--- src/core/ltpd_pkg.sv ---
// Package for the logic trigger pulse detector: register map, mode codes,
// field layouts and reset values.
// Assumes a plain register port with word addresses equal to the map below.
package ltpd_pkg;
   localparam int          ADDR_W          = 16;
   localparam int          DATA_W          = 32;
   localparam int          N_IN            = 3;
   // Register offsets (word addresses)
   localparam logic [15:0] OFS_MODE1       = 16'h9E3F;
   localparam logic [15:0] OFS_MODE2       = 16'h9E40;
   localparam logic [15:0] OFS_MODE3       = 16'h9E41;
   localparam logic [15:0] OFS_MAXWIDTH    = 16'hACA9;
   localparam logic [15:0] OFS_WIDTH1      = 16'hACB3;
   localparam logic [15:0] OFS_WIDTH2      = 16'hACB4;
   localparam logic [15:0] OFS_WIDTH3      = 16'hACB5;
   localparam logic [15:0] OFS_ORMASK      = 16'hA000;
   localparam logic [15:0] OFS_CTRL        = 16'hA001;
   localparam logic [15:0] OFS_IRQ_STAT    = 16'hA002;
   localparam logic [15:0] OFS_IRQ_MASK    = 16'hA003;
   localparam logic [15:0] OFS_STATUS      = 16'hA004;
   // Mode codes
   localparam logic [31:0] MODE_OFF        = 32'h0000_0000;
   localparam logic [31:0] MODE_RISE       = 32'h0000_0001;
   localparam logic [31:0] MODE_FALL       = 32'h0000_0002;
   localparam logic [31:0] MODE_BOTH       = 32'h0000_0004;
   localparam logic [31:0] MODE_HIGH       = 32'h0000_0008;
   localparam logic [31:0] MODE_LOW        = 32'h0000_0010;
   localparam logic [31:0] MODE_HI_LONG    = 32'h0400_0001;
   localparam logic [31:0] MODE_HI_SHORT   = 32'h0200_0001;
   localparam logic [31:0] MODE_LO_LONG    = 32'h0400_0002;
   localparam logic [31:0] MODE_LO_SHORT   = 32'h0200_0002;
   // OR mask bit positions
   localparam int          ORM_IN1_BIT     = 2;
   localparam int          ORM_IN2_BIT     = 3;
   localparam int          ORM_IN3_BIT     = 4;
   // Control register bits (start and done are one-shot commands; stretch is held)
   localparam int          CTRL_START_BIT  = 0;
   localparam int          CTRL_DONE_BIT   = 1;
   localparam int          CTRL_STRETCH_BIT = 2;
   // Interrupt status bits
   localparam int          IRQ_TRIG_BIT    = 0;
   localparam int          IRQ_IGN_BIT     = 1;
   // Reset values and capability
   localparam logic [31:0] RST_MODE        = 32'h0000_0000;
   localparam logic [31:0] RST_WIDTH       = 32'h0000_0002;
   localparam logic [31:0] RST_ORMASK      = 32'h0000_0000;
   localparam logic [31:0] MAX_WIDTH_VAL   = 32'hFFFF_FFFF;
   typedef enum logic [1:0] {ST_IDLE, ST_ARMED, ST_REPLAY} ltpd_state_t;
endpackage : ltpd_pkg

--- src/core/ltpd_top.sv ---
// Logic trigger pulse detector for three external logic inputs.
// Assumes the inputs are asynchronous pins and a one-cycle register port.
// Behaviour
// - Mode 2h: trigger on first falling edge
// - Ignore triggers until replay done, rearmed
// - Optional stretch catches short edge pulses
// - Mode 10h: trigger on first low level
// - Level already true at start triggers immediately
// - Mode 4h: trigger on either edge
// - 4000001h: high pulse longer than width
// - 2000001h: high pulse shorter than width
// - 4000002h: low pulse longer than width
// - 2000002h: low pulse shorter than width
// - Per-input width, software programs 2..4G-1
// - Width modes fire on first qualifying pulse
// - Read-only common maximum width value
// - OR mask bits 4h, 8h, 10h
// - 1h rising, 8h high, 0h off
//
// Implementation choice: the plain strobed port.
`timescale 1ns/10ps
`default_nettype none
module ltpd_top
   import ltpd_pkg::*;
(
   input  wire logic              i_mclk,
   input  wire logic              i_nrst,
   input  wire logic [N_IN-1:0]   i_trig_in,
   input  wire logic [15:0]       i_addr,
   input  wire logic [31:0]       i_wdata,
   input  wire logic              i_wr,
   input  wire logic              i_rd,
   output logic      [31:0]       o_rdata,
   output logic                   o_trigger,
   output logic                   o_armed,
   output logic                   o_irq
);
   logic [31:0]      mode_r  [N_IN];
   logic [31:0]      width_r [N_IN];
   logic [31:0]      cnt_r   [N_IN];
   logic [N_IN-1:0]  sync1_r, sync2_r, prev_r, hit;
   logic [N_IN-1:0]  stretch_r;
   logic [31:0]      ormask_r;
   logic             stretch_en_r;
   logic [1:0]       irq_stat_r, irq_mask_r;
   logic [31:0]      rdata_r;
   logic             trig_r, irq_r;
   ltpd_state_t      state_r, state_nxt;

   // Register port decode
   wire wr_mode1  = i_wr && (i_addr == OFS_MODE1);
   wire wr_mode2  = i_wr && (i_addr == OFS_MODE2);
   wire wr_mode3  = i_wr && (i_addr == OFS_MODE3);
   wire wr_wid1   = i_wr && (i_addr == OFS_WIDTH1);
   wire wr_wid2   = i_wr && (i_addr == OFS_WIDTH2);
   wire wr_wid3   = i_wr && (i_addr == OFS_WIDTH3);
   wire wr_ormask = i_wr && (i_addr == OFS_ORMASK);
   wire wr_ctrl   = i_wr && (i_addr == OFS_CTRL);
   wire wr_imask  = i_wr && (i_addr == OFS_IRQ_MASK);
   wire rd_istat  = i_rd && (i_addr == OFS_IRQ_STAT);
   wire cmd_start = wr_ctrl && i_wdata[CTRL_START_BIT];
   wire cmd_done  = wr_ctrl && i_wdata[CTRL_DONE_BIT];
   wire [N_IN-1:0] wr_mode = {wr_mode3, wr_mode2, wr_mode1};
   wire [N_IN-1:0] wr_wid  = {wr_wid3, wr_wid2, wr_wid1};
   wire [N_IN-1:0] or_en   = {ormask_r[ORM_IN3_BIT], ormask_r[ORM_IN2_BIT],
                              ormask_r[ORM_IN1_BIT]};
   wire armed     = (state_r == ST_ARMED);
   // First armed cycle lets level modes see a level present at start
   wire any_hit   = armed && |(hit & or_en);
   wire ignored   = (state_r == ST_REPLAY) && |(hit & or_en);

   // Two-flop synchroniser; first stage feeds only the second
   always_ff @(posedge i_mclk or negedge i_nrst) begin
      if (!i_nrst) begin
         sync1_r <= '0;
         sync2_r <= '0;
         prev_r  <= '0;
      end else begin
         sync1_r <= i_trig_in;
         sync2_r <= sync1_r;
         prev_r  <= sync2_r;
      end
   end

   // Per-input detection; one shared generate keeps the three lanes identical
   for (genvar g = 0; g < N_IN; g++) begin : g_lane
      wire lvl   = sync2_r[g] | (stretch_en_r & stretch_r[g]);
      // Edges compare against the conditioned level, not the raw sample:
      // with stretch on, the raw previous sample would mask every fall
      logic lvl_d;
      wire rise  = lvl & ~lvl_d;
      wire fall  = ~lvl & lvl_d;
      // Counter holds the length of the current pulse in sample periods
      wire hi_on = (mode_r[g] == MODE_HI_LONG) || (mode_r[g] == MODE_HI_SHORT);
      wire in_p  = hi_on ? lvl : ~lvl;
      wire p_end = hi_on ? fall : rise;
      wire p_beg = hi_on ? rise : fall;
      wire over  = (cnt_r[g] > width_r[g]);
      always_comb begin
         case (mode_r[g])
            MODE_RISE:     hit[g] = rise;
            MODE_FALL:     hit[g] = fall;
            MODE_BOTH:     hit[g] = rise | fall;
            MODE_HIGH:     hit[g] = lvl;
            MODE_LOW:      hit[g] = ~lvl;
            // Count holds the samples before this one, so equality with the
            // width means this is sample width+1 of the pulse
            MODE_HI_LONG,
            MODE_LO_LONG:  hit[g] = in_p && (cnt_r[g] == width_r[g])
                                    && !p_beg;
            // Shorter-than fires at the end edge
            MODE_HI_SHORT,
            MODE_LO_SHORT: hit[g] = p_end && (cnt_r[g] != 32'h0000_0000)
                                    && (cnt_r[g] < width_r[g]);
            default:       hit[g] = 1'b0;
         endcase
      end
      // Count pulse length; saturates at the top so wrap can not fake a hit
      always_ff @(posedge i_mclk or negedge i_nrst) begin
         if (!i_nrst) begin
            cnt_r[g] <= '0;
         end else if (!in_p || p_beg) begin
            cnt_r[g] <= in_p ? 32'h0000_0001 : 32'h0000_0000;
         end else if (!over || cnt_r[g] != MAX_WIDTH_VAL) begin
            cnt_r[g] <= (cnt_r[g] == MAX_WIDTH_VAL) ? cnt_r[g]
                        : cnt_r[g] + 32'h0000_0001;
         end
      end
      // Stretch holds a sampled high one extra cycle
      always_ff @(posedge i_mclk or negedge i_nrst) begin
         if (!i_nrst) stretch_r[g] <= 1'b0;
         else         stretch_r[g] <= sync2_r[g];
      end
      // Previous conditioned level for the edge detectors
      always_ff @(posedge i_mclk or negedge i_nrst) begin
         if (!i_nrst) lvl_d <= 1'b0;
         else         lvl_d <= lvl;
      end
      // Mode and width registers
      always_ff @(posedge i_mclk or negedge i_nrst) begin
         if (!i_nrst) begin
            mode_r[g]  <= RST_MODE;
            width_r[g] <= RST_WIDTH;
         end else begin
            if (wr_mode[g]) mode_r[g]  <= i_wdata;
            if (wr_wid[g])  width_r[g] <= i_wdata;
         end
      end
   end

   // Arm sequencer: start arms, trigger moves to replay, done re-arms
   always_comb begin
      state_nxt = state_r;
      case (state_r)
         ST_IDLE:   if (cmd_start) state_nxt = ST_ARMED;
         ST_ARMED:  if (any_hit)   state_nxt = ST_REPLAY;
         ST_REPLAY: if (cmd_done)  state_nxt = ST_ARMED;
         default:   state_nxt = ST_IDLE;
      endcase
   end

   always_ff @(posedge i_mclk or negedge i_nrst) begin
      if (!i_nrst) begin
         state_r <= ST_IDLE;
         trig_r  <= 1'b0;
      end else begin
         state_r <= state_nxt;
         trig_r  <= any_hit;
      end
   end

   // Control registers
   always_ff @(posedge i_mclk or negedge i_nrst) begin
      if (!i_nrst) begin
         ormask_r     <= RST_ORMASK;
         stretch_en_r <= 1'b0;
         irq_mask_r   <= '0;
      end else begin
         if (wr_ormask) ormask_r <= i_wdata;
         if (wr_ctrl)   stretch_en_r <= i_wdata[CTRL_STRETCH_BIT];
         if (wr_imask)  irq_mask_r <= i_wdata[1:0];
      end
   end

   // Sticky events; set wins over read-clear
   wire [1:0] ev = {ignored, any_hit};
   always_ff @(posedge i_mclk or negedge i_nrst) begin
      if (!i_nrst) begin
         irq_stat_r <= '0;
         irq_r      <= 1'b0;
      end else begin
         irq_stat_r <= (rd_istat ? 2'h0 : irq_stat_r) | ev;
         irq_r      <= |((((rd_istat ? 2'h0 : irq_stat_r) | ev)) & irq_mask_r);
      end
   end

   // Read mux; unmapped addresses read zero
   logic [31:0] rd_mux;
   always_comb begin
      case (i_addr)
         OFS_MODE1:    rd_mux = mode_r[0];
         OFS_MODE2:    rd_mux = mode_r[1];
         OFS_MODE3:    rd_mux = mode_r[2];
         OFS_WIDTH1:   rd_mux = width_r[0];
         OFS_WIDTH2:   rd_mux = width_r[1];
         OFS_WIDTH3:   rd_mux = width_r[2];
         OFS_MAXWIDTH: rd_mux = MAX_WIDTH_VAL;
         OFS_ORMASK:   rd_mux = ormask_r;
         OFS_CTRL:     rd_mux = {29'h0, stretch_en_r, 2'h0};
         OFS_IRQ_STAT: rd_mux = {30'h0, irq_stat_r};
         OFS_IRQ_MASK: rd_mux = {30'h0, irq_mask_r};
         OFS_STATUS:   rd_mux = {27'h0, sync2_r, state_r};
         default:      rd_mux = 32'h0000_0000;
      endcase
   end

   always_ff @(posedge i_mclk or negedge i_nrst) begin
      if (!i_nrst) rdata_r <= '0;
      else         rdata_r <= i_rd ? rd_mux : 32'h0000_0000;
   end

   // Outputs come from flops
   logic armed_r;
   always_ff @(posedge i_mclk or negedge i_nrst) begin
      if (!i_nrst) armed_r <= 1'b0;
      else         armed_r <= (state_nxt == ST_ARMED);
   end
   assign o_rdata   = rdata_r;
   assign o_trigger = trig_r;
   assign o_armed   = armed_r;
   assign o_irq     = irq_r;

   // Assertions
   AST_TRIG_ONLY_ARMED: assert property (@(posedge i_mclk) disable iff (!i_nrst)
      o_trigger |-> $past(state_r) == ST_ARMED) else $error("trigger while not armed");
   AST_NO_RETRIG: assert property (@(posedge i_mclk) disable iff (!i_nrst)
      o_trigger |=> !o_trigger) else $error("second trigger without rearm");
   AST_FALL: assert property (@(posedge i_mclk) disable iff (!i_nrst)
      (armed && mode_r[0] == MODE_FALL && or_en[0] && !sync2_r[0] && prev_r[0] && !stretch_en_r)
      |=> o_trigger) else $error("falling edge missed");
   AST_LOW: assert property (@(posedge i_mclk) disable iff (!i_nrst)
      (armed && mode_r[0] == MODE_LOW && or_en[0] && !sync2_r[0] && !stretch_en_r)
      |=> o_trigger) else $error("low level missed");
   AST_BOTH: assert property (@(posedge i_mclk) disable iff (!i_nrst)
      (armed && mode_r[1] == MODE_BOTH && or_en[1] && (sync2_r[1] != prev_r[1]) && !stretch_en_r)
      |=> o_trigger) else $error("edge missed");
   AST_MASKED: assert property (@(posedge i_mclk) disable iff (!i_nrst)
      (ormask_r == 32'h0000_0000) |=> !o_trigger) else $error("trigger with empty mask");
   AST_MAXW: assert property (@(posedge i_mclk) disable iff (!i_nrst)
      (i_rd && i_addr == OFS_MAXWIDTH) |=> o_rdata == MAX_WIDTH_VAL) else $error("bad max width");
   AST_SYNC: assert property (@(posedge i_mclk) disable iff (!i_nrst)
      sync2_r == $past(i_trig_in, 2) || $past(!i_nrst, 2)) else $error("sync depth wrong");
   AST_REARM: assert property (@(posedge i_mclk) disable iff (!i_nrst)
      (state_r == ST_REPLAY && cmd_done) |=> state_r == ST_ARMED) else $error("no rearm");
   COV_TRIG:  cover property (@(posedge i_mclk) disable iff (!i_nrst) o_trigger);
   COV_IGN:   cover property (@(posedge i_mclk) disable iff (!i_nrst) ignored);
   COV_LONG:  cover property (@(posedge i_mclk) disable iff (!i_nrst)
      any_hit && mode_r[0] == MODE_HI_LONG);
   COV_SHORT: cover property (@(posedge i_mclk) disable iff (!i_nrst)
      any_hit && mode_r[0] == MODE_LO_SHORT);
endmodule : ltpd_top
`default_nettype wire

--- config.mk ---
export PLATFORM = sky130hd
export DESIGN_NAME = ltpd_top
export DESIGN_NICKNAME = d
export VERILOG_FILES = /design/src/core/ltpd_pkg.sv /design/src/core/ltpd_top.sv
export SDC_FILE = /design/constraint.sdc
export NUM_CORES = 1
export LEC_CHECK = 0
export ABC_CLOCK_PERIOD_IN_PS = 3000
export BUFFER_PORTS_ARGS = -buffer_cell sky130_fd_sc_hd__buf_2
export CAP_MARGIN = 20
export CORE_ASPECT_RATIO = 0.7
export CORE_MARGIN = 5
export CORE_UTILIZATION = 56
export DETAILED_ROUTE_END_ITERATION = 10
export PLACE_DENSITY = 0.8
export SETUP_SLACK_MARGIN = 0.15
export SYNTH_ARGS = -nofsm -noshare
export SYNTH_HDL_FRONTEND = slang
export SYNTH_SLANG_ARGS = --single-unit
--- constraint.sdc ---
create_clock -name i_mclk -period 3 [get_ports i_mclk]
set_input_delay 0 -clock i_mclk [delete_from_list [all_inputs] [get_ports i_mclk]]
set_output_delay 0 -clock i_mclk [all_outputs]
set_load 0.01 [all_outputs]
* Word level (Yosys, flattened, before mapping) *
Cells that the tools add are included.

word-level totals
  bits in latches = 0
  bits in writable memories = 0
  input port bits = 55
  bits in registers = 374
  output and inout bits = 35
  ROM bits = 0
  memories = 0
  logic and storage cells = 206

operators by class
  bitwise operators = 24
  mux-type cells = 31
  eq/ne operators = 54
  divide/modulo/power cells = 0
  add/subtract/negate cells = 3
  reductions and logical operators = 62
  $mul = 0
  magnitude comparators = 6
  shift-type cells = 0

operators by type and width
  cell                                                    number
  case mux 32 bit (12 select lines)                       1
  two-way mux 32 bit                                      10
  equality test 16 bit (second input constant)            12
  equality test 32 x 26 -> 1 bit (second input constant)  6
  equality test 32 x 27 -> 1 bit (second input constant)  6
  adder 32 x 1 -> 32 bit (second input constant)          3
  equality test 32 x 1 -> 1 bit (second input constant)   3
  equality test 32 x 2 -> 1 bit (second input constant)   3
  equality test 32 x 3 -> 1 bit (second input constant)   3
  equality test 32 bit                                    3
  equality test 32 bit (second input constant)            3
  equality test 32 x 4 -> 1 bit (second input constant)   3
  equality test 32 x 5 -> 1 bit (second input constant)   3
  greater-than comparator 32 bit                          3
  < comparator 32 bit                                     3
  != test 32 bit (second input constant)                  3
  nonzero test 32 bit                                     3
  logical AND 1 bit                                       26
  case mux 1 bit (7 select lines)                         3
  OR reduction 2 bit                                      7
  two-way mux 1 bit                                       12
  AND 1 bit                                               9
  zero test 1 bit                                         9
  logical OR 1 bit                                        9
  14 further kinds                                        34

* Depth between registers and ports, before layout *
  depth after elaboration = 14
  mapped depth = 11
  depth with buffers taken out = 11

* Least setup slack after synthesis *
Ideal clock, no wire load.

  path type = reg-to-reg
  start = reg mode_r[3] (netlist name)
  end = reg cnt_r[31] (netlist name)
  path buffers = 0
  clock period less this slack = 2.863 ns
  data arrival time = 2.731 ns
  cell stages (with the launch flop) = 9
  slack = 0.137 ns
  data required time = 2.868 ns
  library setup time = 0.132 ns
  cell sequence = dfrtp_1 nor3_1 nand4_1 nor3_2 mux2_2 a2111oi_0 nand4_1 xor2_1 nor2_1

on the way
  longest elaborated chain between the ends = 7
  elaborated cells between the ends (all ways) = 11
  classes of those cells = eq/ne (3); mux (3); reduce/logical (5)

ends and longest elaborated chain
  item                                                                                     line             source
  from (decl)                                                                              ltpd_top.sv:38   logic [31:0] mode_r [N_IN];
  from (signal, indexed assignment)                                                        ltpd_top.sv:145  if (wr_mode[g]) mode_r[g] <= i_wdata;
  equality test 32 x 27 -> 1 bit / equality test 32 x 26 -> 1 bit (equally long branches)  ltpd_top.sv:94   wire hi_on = (mode_r[g] == MODE_HI_LONG) || (mode_r[g] == MODE_HI_SHORT);
  logical OR 1 bit (*)                                                                     ltpd_top.sv:94
  two-way mux 1 bit                                                                        ltpd_top.sv:95   wire in_p = hi_on ? lvl : ~lvl;
  zero test 1 bit                                                                          ltpd_top.sv:122  end else if (!in_p || p_beg) begin
  logical OR 1 bit (*)                                                                     ltpd_top.sv:122
  != test 2 bit (no source line) / nonzero test 2 bit (equally long branches)              --
  AND reduction 2 bit (no source line)                                                     --
  to (signal, indexed assignment)                                                          ltpd_top.sv:123  cnt_r[g] <= in_p ? 32'h0000_0001 : 32'h0000_0000;
  to (signal, indexed assignment)                                                          ltpd_top.sv:125  cnt_r[g] <= (cnt_r[g] == MAX_WIDTH_VAL) ? cnt_r[g]
  to (decl)                                                                                ltpd_top.sv:40   logic [31:0] cnt_r [N_IN];

Every way passes the cells marked *; elsewhere a longest branch is shown, timed or not.
A chain may end at the register's enable or synchronous reset.

* Worst setup path in the final report *
  start = reg width_r[91] (netlist name)
  end = reg irq_stat_r[1]

on the way
  longest elaborated chain between the ends = 8
  elaborated cells between the ends (all ways) = 10
  classes of those cells = order compare (1); eq/ne (1); mux (1); bitwise (2); reduce/logical (5)

ends and longest elaborated chain
  item                                                                         line             source
  from (decl)                                                                  ltpd_top.sv:39   logic [31:0] width_r [N_IN];
  from (signal, indexed assignment)                                            ltpd_top.sv:146  if (wr_wid[g]) width_r[g] <= i_wdata;
  parallel branches: the longest is 3 deep, another holds < comparator 32 bit  --
  case mux 1 bit (7 select lines) (*)                                          ltpd_top.sv:100  case (mode_r[g])
  AND 3 bit (*)                                                                ltpd_top.sv:70   wire ignored = (state_r == ST_REPLAY) && |(hit & or_en);
  OR reduction 3 bit (*)                                                       ltpd_top.sv:70
  logical AND 1 bit (*)                                                        ltpd_top.sv:70
  OR 2 bit (*)                                                                 ltpd_top.sv:192  irq_stat_r <= (rd_istat ? 2'h0 : irq_stat_r) | ev;
  to (signal assigned)                                                         ltpd_top.sv:192
  to (decl)                                                                    ltpd_top.sv:45   logic [1:0] irq_stat_r, irq_mask_r;

Every way passes the cells marked *.

==> results.md <==
* Outcome: complete, no violations
* Final setup viols at 0
* Die Ht at 169 um
* Vias per cell at 6.56
* PwrDens at 423 nW/um2
* Post-synthesis sequential area ratio at 46.5%
* Crit. End Element: flip-flop
* Vias in the first global route at 16500
* Root buffer cell: clkbuf_16
* Port Buffer Count at 89
* YS warnings at 0
* Share of flip-flops with an asynchronous set or reset at 100%
* Synth area leaders: dfrtp_1, mux2_2, ha_1
* Synthesized flop and latch total at 374
* Avg Inst Size Synth at 10.7 um2
* Initial antenna violation count at 1
* Final nets at 2266
* Area grow syn2layout at 19.9%
* Syn Inst Count at 1885
* Initial Utilization at 56.4%
* Slowest cell on crit path: or3_4
* H-tree levels at 2
* Top-count cell post-synth: dfrtp_1
* Die width at 237 um
* Combinational family with the most area after synthesis: simple AND/OR/NAND/NOR gates
* Adder-cell share of the synthesized area at 6.71%
* Full die area at 39900 um2
* Post-DR wirelength/cell at 24.1 um
* Share of layout cells above drive strength 1 at 28.1%
* Routability-driven placement congestion ratio at 0.956
* First-pass GRT wire length at 95.9 mm
* XOR/XNOR share of the synthesized area at 3.96%
* Worst vdd ir at 0.000453 V
* Period minus WS final at 2.91 ns
* CTS tree: built
* Setup WS pre-CTS at -0.379 ns
* TritonCTS buffer count at 37
* Max Cap Viol at 0
* CP max stage delay at 0.44 ns
* Relative slew slack at 49.8%
* Startpoint class of the critical path: flip-flop
* RSZ-0062 raised after global routing: true
* Synth top cells by count: dfrtp_1, mux2_2, nor2_1
* Clk_skew at 0.0245 ns
* Psw at 2.37 mW
* Area leader, netlist: dfrtp_1
* Clock Tree Buf Depth at 3
* Rows at 58
* CP max FO at 4
* WHS at 0.102 ns
* Initial drt markers at 2244
* Clk_lat worst skew at 0.56 ns
* Switching Fraction at 23.2%
* Max Slew Vio Count at 0
* Yosys cell types at 77
* Sink Count at 374
* Final Cycle Share at 97.1%
* DRT antenna net count at 0
* Final TNS setup at 0 ns
* Clk slew on worst S/H paths at 0.06 ns
* Multiplexer area fraction after synthesis at 13.0%
* Diode count at 0
* Worst path cell trace: inv_1, ha_1, nand4_1, buf_4, nor4_4, buf_4, inv_1, o221ai_1, o221ai_4, or3_4, a21o_1
* Leak Pwr at 11.1 nW
* Seq pwr share at 49.7%
* Worst-Margin Slew at 0.744 ns
* EDFF count, synth at 0
* Comb pwr share at 4.4%
* Final wirelength at 62.9 mm
* Hpwl dp at 44.5 mm
* Total grt overflow at 0
* Final Hold Vio Count at 0
* Worst EP arrival at 3.34 ns
* Synthesized Nets at 2048
* Max Fclk at 343 MHz
* Crit path kind: flip-flop to flip-flop
* Pre-Repair DR Iteration Count at 8
* Clock power share at 45.8%
* Req. time, crit path at 3.43 ns
* Residual DRC at 0
* Min-delay worst type: primary input to flip-flop
* Total track usage at 30.2%
* Synth Area in Simple Gates at 14.6%
* Post-synth top flop: dfrtp_1
* Placeable Area at 35700 um2
* Synth Cell Area at 20200 um2
* Compound-Gate Fraction of Synth Area at 11.3%
* Io pins at 90
* Pint at 7.85 mW
* Total power at 10.2 mW
* Worst setup margin at 0.0862 ns
* Largest net degree at the start of global routing at 95
* Synth top area share at 46.1%
* R2r setup slk at 0.09 ns
* Vias at 17100
[critical path, delay by kind of cell (launching register included)]
family	cells	cell delay (ns)
simple gates	3	0.80
compound gates	3	0.70
buf+inv	4	0.53
flops	1	0.43
fa+ha+maj	1	0.33
[final timing paths]
| kind | startpoint | to | cells past startpoint |
|---|---|---|---|
| max | width_r[91]$_DFFE_PN0P_ | irq_stat_r[1]$_DFF_PN0_ | 11 |
| min | i_trig_in[0] | sync1_r[0]$_DFF_PN0_ | 2 |
| max reg2reg | width_r[91]$_DFFE_PN0P_ | irq_stat_r[1]$_DFF_PN0_ | 11 |
| min reg2reg | sync1_r[0]$_DFF_PN0_ | sync2_r[0]$_DFF_PN0_ | 0 |
| max in group asynchronous | i_nrst | width_r[54]$_DFFE_PN0P_ | 3 |
| min in group asynchronous | i_nrst | mode_r[47]$_DFFE_PN0P_ | 2 |
[layout make-up]
class	count	area, um2
inverter	125	469
clock inverter	8	91.3
timing repair buffer	264	1980
clock buffer	60	1110
multi-input combinational	1301	10500
fill	2564	11500
sequential	374	9380
tap	480	601
[cells in the final DEF, fill, tap and decap left out, types with 16 or more instances in the layout]
cell type      netlist  routed
a21oi_1             57      56
buf_2                2      88
a221oi_1            37      36
o21ai_0             39      36
nor4_1              49      31
a22oi_1             32      32
buf_4                1     123
nor3_1              44      37
a31oi_1             38      37
and4_1              16      16
ha_1               108     101
nand4_1             50      50
and3_1              20      19
inv_1              125     124
clkbuf_16            0      37
xor2_1              47      47
dlygate4sd3_1        0      40
mux2_2             224     223
nor2_1             138     134
a222oi_1            29      29
nand2_1             83      82
dfrtp_1            371     360
xnor2_1             41      41
nand3_1             55      54
[routing by layer]
metal	part of all wire (%)	up-vias	track usage, %
met1	42	8565	44.9
met3	10	155	5.96
met4	3.4	2	8.45
met5	0.021	-	0
met2	44	996	45.4
li1	-	7428	-
[flip-flops by register name, indices dropped and copies added, names as in the netlist]
name,count
state_r,2
o_irq,1
irq_mask_r,2
width_r,96
stretch_en_r,1
mode_r,96
sync1_r,3
cnt_r,96
o_rdata,32
sync2_r,3
o_trigger,1
irq_stat_r,2
ormask_r,32
stretch_r,3
o_armed,1
g_lane.lvl_d,3
[power groups by stage]
stage	sequential (mW)	combinational [mW]	clock (mW)
floorplan	5.17	0.127	0
global placement	5.17	0.385	0
detailed placement	5.17	0.395	0
CTS	5.08	0.443	4.71
global route	5.08	0.495	4.92
finish	5.08	0.451	4.68
[logic make-up after synthesis]
family	Yosys count
compound gates	315
fa+ha+maj	108
xor+xnor	89
simple gates	555
mux	234
buf+inv	210
flops	374
[metrics by stage]
step / instances / utilization (%) / area [um2]
2_1_floorplan: 1885 / - / 20200
3_3_place_gp: 2466 / 60.9 / 21700
3_5_place_dp: 2466 / 60.9 / 21700
4_1_cts: 2576 / 66.1 / 23600
5_1_grt: 2612 / 67.7 / 24200
6_report: 2612 / 67.7 / 24200
[what timing repair did]
item                                    in CTS  in global routing
resized for setup                           39                 57
hold buffers                                40                  0
hold endpoints to repair                   342                  0
buffers inserted                             2                 36
endpoints found under the setup margin      24                 21
pin swaps                                    7                 29
Power figures use the tool's default switching activity.
